==> src/rtl/dac_pkg.sv <==
// Constants, register layout and types for the DAC input and modulator block
package dac_pkg;
  localparam int DW = 14;
  localparam int ADR_LSB = 2;
  // Register indices; byte address is index times four
  localparam logic [5:0] IDX_INTERP = 6'h01;
  localparam logic [5:0] IDX_PORT = 6'h02;
  localparam logic [5:0] IDX_ROUTE = 6'h03;
  localparam logic [5:0] IDX_STATUS = 6'h06;
  localparam logic [7:0] REG_RESET = 8'h00;
  // Interpolation register fields
  localparam int INTERP_HI = 7;
  localparam int INTERP_LO = 6;
  localparam int MOD_HI = 5;
  localparam int MOD_LO = 4;
  localparam int ZSTUFF_BIT = 3;
  // Port register fields
  localparam int ONEPORT_BIT = 6;
  localparam int DDRIVE_BIT = 5;
  localparam int DINV_BIT = 4;
  localparam int IDRIVE_BIT = 3;
  localparam int IINV_BIT = 2;
  localparam int IQINV_BIT = 1;
  localparam int PAIR_BIT = 0;
  // Route register field
  localparam int ROUTE_BIT = 7;
  // Modulation selections
  localparam logic [1:0] MOD_OFF = 2'h0;
  localparam logic [1:0] MOD_2 = 2'h1;
  localparam logic [1:0] MOD_4 = 2'h2;
  localparam logic [1:0] MOD_8 = 2'h3;
  localparam logic [1:0] L2_1X = 2'h0;
  localparam logic [1:0] L2_2X = 2'h1;
  localparam logic [13:0] MIDSCALE = 14'h2000;
  localparam logic signed [14:0] MAX_POS = 15'sh1fff;
  localparam logic signed [14:0] MIN_NEG = -15'sh2000;
  // 0.707 as 181/256
  localparam logic signed [24:0] K0707 = 25'sh00000b5;
  localparam int K_SHIFT = 8;
  localparam int NSTAGE = 3;

  typedef logic signed [14:0] samp_t;
  typedef struct packed {
    logic [1:0] l2;
    logic [1:0] mod;
    logic zs;
    logic one_port;
    logic pair;
  } cfg_t;
endpackage

==> src/rtl/dac_input_interp_modulator.sv <==
// Dual-channel DAC input ports, divided data clocks, interpolation and modulator
// Functional notes
// - Data clock divides by rate, doubled stuffing; at ratio one the code toggles it at half rate
// - Two-port captures both ports at clock rise
// - Route bit moves data clock to serial pin
// - Data clock invert and drive unchanged
// - One-port: interleaved clock at twice channel rate; at ratio two the code toggles it every cycle, so it runs at channel rate
// - Channel select high steers word to I
// - Polarity bit swaps channel select meaning
// - One-port forbids non-interpolating rate
// - Interleaved invert, drive, pairing unchanged
// - Three half-band stages per channel
// - Code 00 bypasses all interpolation
// - Code 01: 2x, sequence 1, -1
// - Code 10: 4x, sequence 0,1,0,-1
// - Modulation select: off, /2, /4, /8
// - Modulation follows filtering
// - Code 11: 8x, eight-step sequence
// - Zero stuffing inserts midscale after samples
//
// Decided for this implementation: the Wishbone slave port and the register offsets.
`timescale 1ns/1ps
module dac_input_interp_modulator (
  input wire logic REF_CLK_I,
  input wire logic RSTN_I,
  input wire logic WB_CYC_I,
  input wire logic WB_STB_I,
  input wire logic WB_WE_I,
  input wire logic [7:0] WB_ADR_I,
  input wire logic [3:0] WB_SEL_I,
  input wire logic [31:0] WB_DAT_I,
  output logic [31:0] WB_DAT_O,
  output logic WB_ACK_O,
  input wire logic [13:0] P1_DATA_I,
  input wire logic [13:0] P2_DATA_I,
  input wire logic CHANNEL_SELECT_IN_I,
  output logic DATA_RATE_CLOCK_OUT_O,
  output logic SERIAL_DATA_OUT_O,
  output logic INTERLEAVED_CLOCK_OUT_O,
  output logic DATA_CLOCK_DRIVE_O,
  output logic INTERLEAVED_DRIVE_O,
  output logic [13:0] I_DAC_O,
  output logic [13:0] Q_DAC_O
);
  // ----------------------------------------
  // Functions
  // ----------------------------------------
  // Cascade of midpoint stages; each stage doubles the rate
  function automatic dac_pkg::samp_t lerp(dac_pkg::samp_t a_in, dac_pkg::samp_t b_in,
                                          logic [2:0] s, logic [1:0] n);
    dac_pkg::samp_t a;
    dac_pkg::samp_t b;
    logic signed [15:0] sum;
    a = a_in;
    b = b_in;
    sum = '0;
    for (int k = 0; k < dac_pkg::NSTAGE; k++) begin
      if (k < int'(n)) begin
        sum = 16'(a) + 16'(b);
        if (s[int'(n) - 1 - k]) begin
          a = dac_pkg::samp_t'(sum >>> 1);
        end else begin
          b = dac_pkg::samp_t'(sum >>> 1);
        end
      end
    end
    return a;
  endfunction

  function automatic dac_pkg::samp_t mod_apply(dac_pkg::samp_t x, logic [1:0] sel,
                                               logic [2:0] m);
    logic signed [24:0] prod;
    dac_pkg::samp_t k;
    dac_pkg::samp_t r;
    prod = 25'(x) * dac_pkg::K0707;
    k = dac_pkg::samp_t'(prod >>> dac_pkg::K_SHIFT);
    r = x;
    unique case (sel)
      dac_pkg::MOD_OFF: r = x;
      dac_pkg::MOD_2: r = m[0] ? -x : x;
      dac_pkg::MOD_4: begin
        unique case (m[1:0])
          2'h1: r = x;
          2'h3: r = -x;
          default: r = '0;
        endcase
      end
      dac_pkg::MOD_8: begin
        unique case (m)
          3'h1, 3'h3, 3'h7: r = k;
          3'h2: r = x;
          3'h5: r = -k;
          3'h6: r = -x;
          default: r = '0;
        endcase
      end
    endcase
    return r;
  endfunction

  // Clamp and convert to offset binary; midscale is signed zero
  function automatic logic [13:0] to_dac(dac_pkg::samp_t v);
    dac_pkg::samp_t c;
    c = v;
    if (v > dac_pkg::MAX_POS) begin
      c = dac_pkg::MAX_POS;
    end else if (v < dac_pkg::MIN_NEG) begin
      c = dac_pkg::MIN_NEG;
    end
    return {~c[13], c[12:0]};
  endfunction
  // ----------------------------------------
  // Register bus
  // ----------------------------------------
  logic [7:0] r_interp, r_port, r_route, next_interp, next_port, next_route;
  logic next_ack, stuffed, to_i;
  logic [31:0] next_rdat;
  logic [5:0] idx;
  logic [2:0] m, next_m;
  dac_pkg::cfg_t cfg, cfg_q;
  always_comb begin
    idx = WB_ADR_I[7:dac_pkg::ADR_LSB];
    next_interp = r_interp;
    next_port = r_port;
    next_route = r_route;
    next_ack = WB_CYC_I & WB_STB_I & ~WB_ACK_O;
    next_rdat = '0;
    // Write lands on the edge where the master sees ack
    if (WB_CYC_I && WB_STB_I && WB_ACK_O && WB_WE_I && WB_SEL_I[0]) begin
      unique case (idx)
        dac_pkg::IDX_INTERP: next_interp = WB_DAT_I[7:0];
        dac_pkg::IDX_PORT: next_port = WB_DAT_I[7:0];
        dac_pkg::IDX_ROUTE: next_route = WB_DAT_I[7:0];
        default: ;
      endcase
    end
    if (next_ack && !WB_WE_I) begin
      unique case (idx)
        dac_pkg::IDX_INTERP: next_rdat = {24'h000000, r_interp};
        dac_pkg::IDX_PORT: next_rdat = {24'h000000, r_port};
        dac_pkg::IDX_ROUTE: next_rdat = {24'h000000, r_route};
        dac_pkg::IDX_STATUS: next_rdat = {24'h000000, m, cfg.l2, cfg.one_port,
                                          cfg.zs, cfg.pair};
        default: next_rdat = '0;
      endcase
    end
  end
  always_ff @(posedge REF_CLK_I or negedge RSTN_I) begin
    if (!RSTN_I) begin
      r_interp <= dac_pkg::REG_RESET;
      r_port <= dac_pkg::REG_RESET;
      r_route <= dac_pkg::REG_RESET;
      WB_ACK_O <= 1'b0;
      WB_DAT_O <= '0;
    end else begin
      r_interp <= next_interp;
      r_port <= next_port;
      r_route <= next_route;
      WB_ACK_O <= next_ack;
      WB_DAT_O <= next_rdat;
    end
  end

  assign DATA_CLOCK_DRIVE_O = r_port[dac_pkg::DDRIVE_BIT];
  assign INTERLEAVED_DRIVE_O = r_port[dac_pkg::IDRIVE_BIT];
  // ----------------------------------------
  // Clock dividers and capture strobes
  // ----------------------------------------
  logic [4:0] ratio, iper;
  logic [3:0] cnt, next_cnt, slot;
  logic dlev, ilev, next_dlev, next_ilev, next_pin8, next_sdo, next_iclk, chg, chan_stb, word_stb;
  always_comb begin
    cfg.one_port = r_port[dac_pkg::ONEPORT_BIT];
    cfg.pair = r_port[dac_pkg::PAIR_BIT];
    cfg.mod = r_interp[dac_pkg::MOD_HI:dac_pkg::MOD_LO];
    cfg.zs = r_interp[dac_pkg::ZSTUFF_BIT];
    cfg.l2 = r_interp[dac_pkg::INTERP_HI:dac_pkg::INTERP_LO];
    // Non-interpolating code runs as 2x in one-port mode
    if (cfg.one_port && cfg.l2 == dac_pkg::L2_1X) begin
      cfg.l2 = dac_pkg::L2_2X;
    end
  end

  always_comb begin
    chg = cfg != cfg_q;
    ratio = 5'(5'h01 << cfg.l2) << cfg.zs;
    iper = ratio >> 1;
    chan_stb = cnt == 4'h0;
    word_stb = cfg.one_port && ((cnt & iper[3:0] - 4'h1) == 4'h0);
    // Restart keeps the clock and the sample slot aligned after a change
    if (chg || 5'(cnt) == ratio - 5'h01) begin
      next_cnt = 4'h0;
    end else begin
      next_cnt = cnt + 4'h1;
    end
    // With a ratio of one a flop can only toggle at half rate
    next_dlev = (ratio == 5'h01) ? ~dlev : (5'(next_cnt) < iper);
    next_ilev = (iper == 5'h01) ? ~ilev : ((next_cnt & iper[3:0] - 4'h1) < (iper[3:0] >> 1));
    next_pin8 = 1'b0;
    next_sdo = 1'b0;
    if (!cfg.one_port) begin
      if (r_route[dac_pkg::ROUTE_BIT]) begin
        next_sdo = next_dlev ^ r_port[dac_pkg::DINV_BIT];
      end else begin
        next_pin8 = next_dlev ^ r_port[dac_pkg::DINV_BIT];
      end
    end
    next_iclk = cfg.one_port & (next_ilev ^ r_port[dac_pkg::IINV_BIT]);
  end

  always_ff @(posedge REF_CLK_I or negedge RSTN_I) begin
    if (!RSTN_I) begin
      cnt <= 4'h0;
      dlev <= 1'b0;
      ilev <= 1'b0;
      cfg_q <= '0;
      DATA_RATE_CLOCK_OUT_O <= 1'b0;
      SERIAL_DATA_OUT_O <= 1'b0;
      INTERLEAVED_CLOCK_OUT_O <= 1'b0;
    end else begin
      cnt <= next_cnt;
      dlev <= next_dlev;
      ilev <= next_ilev;
      cfg_q <= cfg;
      DATA_RATE_CLOCK_OUT_O <= next_pin8;
      SERIAL_DATA_OUT_O <= next_sdo;
      INTERLEAVED_CLOCK_OUT_O <= next_iclk;
    end
  end
  // ----------------------------------------
  // Input steering, filters and modulator
  // ----------------------------------------
  dac_pkg::samp_t [1:0] x0, x1, next_x0, next_x1, filt, modo;
  dac_pkg::samp_t hold_i, hold_q, q_prev, next_hold_i, next_hold_q, next_q_prev;
  logic [13:0] dac_i, dac_q, next_dac_i, next_dac_q;
  // Each channel owns its own filter cascade and modulator
  for (genvar ch = 0; ch < 2; ch++) begin : g_chan
    assign filt[ch] = lerp(x0[ch], x1[ch], slot[2:0], cfg.l2);
    assign modo[ch] = mod_apply(filt[ch], cfg.mod, m);
  end

  always_comb begin
    slot = cfg.zs ? (cnt >> 1) : cnt;
    stuffed = cfg.zs & cnt[0];
    to_i = CHANNEL_SELECT_IN_I ^ r_port[dac_pkg::IQINV_BIT];
    next_hold_i = hold_i;
    next_hold_q = hold_q;
    next_q_prev = q_prev;
    next_x0 = x0;
    next_x1 = x1;
    if (word_stb) begin
      if (to_i) begin
        next_hold_i = dac_pkg::samp_t'($signed(P1_DATA_I));
      end else begin
        next_hold_q = dac_pkg::samp_t'($signed(P1_DATA_I));
      end
    end
    if (chan_stb) begin
      next_x0 = x1;
      next_q_prev = hold_q;
      if (cfg.one_port) begin
        next_x1[0] = hold_i;
        // Q-first pairing holds Q back one word pair
        next_x1[1] = cfg.pair ? q_prev : hold_q;
      end else begin
        next_x1[0] = dac_pkg::samp_t'($signed(P1_DATA_I));
        next_x1[1] = dac_pkg::samp_t'($signed(P2_DATA_I));
      end
    end
    next_m = chg ? 3'h0 : (stuffed ? m : m + 3'h1);
    next_dac_i = stuffed ? dac_pkg::MIDSCALE : to_dac(modo[0]);
    next_dac_q = stuffed ? dac_pkg::MIDSCALE : to_dac(modo[1]);
  end

  always_ff @(posedge REF_CLK_I or negedge RSTN_I) begin
    if (!RSTN_I) begin
      x0 <= '0;
      x1 <= '0;
      hold_i <= '0;
      hold_q <= '0;
      q_prev <= '0;
      m <= 3'h0;
      dac_i <= dac_pkg::MIDSCALE;
      dac_q <= dac_pkg::MIDSCALE;
    end else begin
      x0 <= next_x0;
      x1 <= next_x1;
      hold_i <= next_hold_i;
      hold_q <= next_hold_q;
      q_prev <= next_q_prev;
      m <= next_m;
      dac_i <= next_dac_i;
      dac_q <= next_dac_q;
    end
  end

  assign I_DAC_O = dac_i;
  assign Q_DAC_O = dac_q;
endmodule

==> config.mk <==
export PLATFORM = sky130hd
export DESIGN_NAME = dac_input_interp_modulator
export DESIGN_NICKNAME = d
export VERILOG_FILES = /design/src/rtl/dac_pkg.sv /design/src/rtl/dac_input_interp_modulator.sv
export SDC_FILE = /design/constraint.sdc
export NUM_CORES = 1
export LEC_CHECK = 0
export BUFFER_PORTS_ARGS = -buffer_cell sky130_fd_sc_hd__buf_2
export CAP_MARGIN = 20
export CORE_UTILIZATION = 54
export CTS_CLUSTER_DIAMETER = 60
export CTS_CLUSTER_SIZE = 24
export DETAILED_ROUTE_END_ITERATION = 6
export GPL_TIMING_DRIVEN = 0
export PLACE_DENSITY = 0.8
export SKIP_CTS_REPAIR_TIMING = 1
export SYNTH_ARGS = -nofsm -noshare
export SYNTH_HDL_FRONTEND = slang
export SYNTH_SLANG_ARGS = --single-unit
==> constraint.sdc <==
create_clock -name REF_CLK_I -period 14.6 [get_ports REF_CLK_I]
set_input_delay 0 -clock REF_CLK_I [delete_from_list [all_inputs] [get_ports REF_CLK_I]]
set_output_delay 0 -clock REF_CLK_I [all_outputs]
set_load 0.01 [all_outputs]
==> metrics.txt <==
status finished, violations left; failing checks DRC; Mean Syn Cell Area 8.10 um2; Post-synth ARST share 100%; Root Buffer clkbuf_16; worst r2r src r_port[6]; final period utilization 94.6%; final instance area 0.0248 mm2; H-tree levels 4; Slew Viols, Final 0; post-synthesis compound-gate area fraction 19.5%; Bufs on Longest Clock Path 2; FF+latch count, synth 178; # placed instances 3431; most frequent CP cell inv_1; Placeable Area 0.0410 mm2; Hold Fails Final Rpt 0; critical path class flip-flop to flip-flop; setup TNS 0 ns; Final GP Congestion 0.999; Worst EP arrival 14.13 ns; Critical Path RT 14.91 ns; combinational family with the most area after synthesis adder cells; RSZ-0062 raised after global routing no; top cells by area, synth dfrtp_1 (20%), ha_1 (14%), nand2_1 (7.4%); FMAX 72.4 MHz; area grow syn2layout 10.2%; EDFF count, synth 0; Post-Synth Simple-Gate Area 18.1%; worst reg2reg path endpoint I_DAC_O[10]; DR WL/cell 19.7 um; fillers 3622; Synth Warn # 0; setup slack, reg-to-reg 0.78 ns; XOR/XNOR Fraction of Synth Area 6.11%; 1st-iter DRT viols 1676; Vias 21000; area of the die 0.0425 mm2; Clock Skews 0.0189 ns; Residual DRC 14; layout cells sized above 1 10.7%; clock transition at the registers of the reported paths 0.07 ns; Worst R2R Path Depth 58; CP endpoint kind flip-flop; Crit-path slowest cell o21ai_1; Multi-input gate area 0.0167 mm2; Non-Filler Instances 3501; Period minus WS final 13.82 ns; I/O Buffers 89; Yosys top cell by area dfrtp_1; final wirelength 69.0 mm; maxcap violations 0; fraction of synthesized area in multiplexers 8.08%; Main synth FF type dfrtp_1; sequential cell area fraction in the yosys report 19.8%; first-pass GRT wire length 107 mm; Worst-Skew Late Latency 0.47 ns; initial antenna violation count 0; Antenna Cells 0; Placed Area 0.0238 mm2; Die H 206 um; nets 3374; initial core utilization 54.9%; register area 0.00446 mm2; Final WS setup 0.784 ns; Netlist cell types 108; fraction of the mapped netlist area in adder cells 21.6%; Final setup viols 0; DP Worst Slack 0.205 ns; Site Rows 74; Worst Path Max Fanout 10; HPWL Detailed 54.7 mm; total track usage 32.2%; Ports 144; area share of the largest cell type after synthesis 19.6%; Mapped Area 0.0225 mm2; total CTS buffers 17; TritonCTS clock tree done; largest net degree at the start of global routing 91; vias per cell 6.00; Die W 206 um; Slew @ Worst Pin 1.13 ns; crit path to I_DAC_O[10]; Slew HR 24.1%; HP Class input port to flip-flop; total grt overflow 0; CP Launch Type flip-flop; crit-path max cell delay 0.62 ns; CP Launch Point r_port[6]; vias in the first global route 20200; Routed Antenna Nets 0; 1st-pass router iterations 7; Synth Instances 2782; clk sink count 178
[synthesized netlist by cell type, types with 44 or more instances]
master,count
nand2_1,446
a21oi_1,162
clkbuf_1,82
ha_1,258
nor2_1,195
inv_1,236
fa_1,82
nand3_1,53
a21o_1,44
xor2_1,70
mux2_2,84
mux2i_1,80
dfrtp_1,176
o21ai_0,150
xnor2_1,87
nor3_1,45
[kinds of logic after synthesis]
logic type / Yosys count
AO/OA/AOI/OAI: 654
AND/OR/NAND/NOR: 912
XOR/XNOR: 157
buffers and inverters: 371
adder cells (fa/ha/maj): 340
multiplexers: 169
flip-flops: 178
other: 1
[critical path, delay by kind of cell (launching register included)]
| kind | cells | cell delay [ns] |
|---|---|---|
| DFF | 1 | 0.38 |
| xor gates and xnor gates | 2 | 0.27 |
| muxes | 2 | 0.53 |
| AOI/OAI and AO/OA | 22 | 4.81 |
| adders and majority gates | 8 | 3.06 |
| and+or+nand+nor | 10 | 2.20 |
| buffers and inverters | 14 | 2.38 |
[placed cells by master (no fill, tap or decap), types with 12 or more instances in the layout]
| cell | synthesis | final |
|---|---|---|
| a211oi_1 | 16 | 16 |
| clkbuf_16 | 0 | 17 |
| clkbuf_1 | 82 | 78 |
| ha_1 | 258 | 258 |
| buf_2 | 12 | 101 |
| nand2_1 | 446 | 446 |
| or3_1 | 17 | 17 |
| o21bai_1 | 13 | 13 |
| a31oi_1 | 31 | 31 |
| o21a_1 | 21 | 21 |
| nand4_1 | 14 | 14 |
| o22ai_1 | 20 | 20 |
| a21o_1 | 44 | 44 |
| nand2b_1 | 19 | 19 |
| o211ai_1 | 15 | 15 |
| a21boi_1 | 14 | 14 |
| xor2_1 | 70 | 70 |
| nor3_1 | 45 | 45 |
| dfrtp_1 | 176 | 176 |
| and3_1 | 26 | 26 |
| mux2i_1 | 80 | 79 |
| conb_1 | 1 | 24 |
| and2_1 | 21 | 21 |
| xnor2_1 | 87 | 87 |
| a21oi_1 | 162 | 160 |
| buf_4 | 28 | 30 |
| inv_1 | 236 | 236 |
| nor2b_1 | 23 | 23 |
| fa_1 | 82 | 82 |
| nand3_1 | 53 | 53 |
| o21ai_0 | 150 | 150 |
| or2_2 | 12 | 12 |
| nor2_1 | 195 | 195 |
| dlygate4sd3_1 | 0 | 39 |
| a221oi_1 | 13 | 13 |
| mux2_2 | 84 | 84 |
[cell type report]
type,instances,share of cell area (%)
multi-input cells,2256,67.1
flip-flops and latches,178,18.0
inverters,242,3.66
repair buffers,133,3.65
well taps,532,2.68
plain buffers,128,2.53
clock buffers,18,1.73
clock inverters,14,0.661
[through the flow]
step / util (%) / hold WS (ns)
2_1_floorplan: - / -0.296
3_3_place_gp: 57.8 / 0.248
3_5_place_dp: 58.0 / 0.0456
4_1_cts: 59.4 / -0.445
5_1_grt: 60.5 / 0.0741
6_report: 60.5 / 0.0491
[state kept, by name (all words and copies together) (netlist names)]
register,flops
r_interp,8
cnt,4
I_DAC_O,14
r_port,8
WB_ACK_O,1
dlev,1
Q_DAC_O,14
WB_DAT_O,8
x1,28
m,3
ilev,1
INTERLEAVED_CLOCK_OUT_O,1
r_route,8
DATA_RATE_CLOCK_OUT_O,1
q_prev,14
hold_q,14
x0,28
cfg_q,7
hold_i,14
SERIAL_DATA_OUT_O,1
[routing by layer]
metal / track usage [%] / routed length, um / vias up
met1: 41.4 / 29100 / 10100
met2: 54.8 / 33100 / 790
met4: 12.2 / 2450 / 0
li1: - / - / 9999
met5: 0 / 0 / -
met3: 4.40 / 4380 / 140
[worst min-delay path by stage]
stage / start / end / cells after the start
after floorplan: RSTN_I / DATA_RATE_CLOCK_OUT_O / 0
after global placement: WB_DAT_I[6] / r_interp[6] / 3
after detailed placement: RSTN_I / Q_DAC_O[8] / 1
after CTS: RSTN_I / Q_DAC_O[8] / 1
after global routing: WB_WE_I / WB_DAT_O[6] / 3
final: WB_WE_I / WB_DAT_O[6] / 3
Power is not shown: default switching activity piles up to over one toggle a cycle in this logic, so the estimate is an artifact.
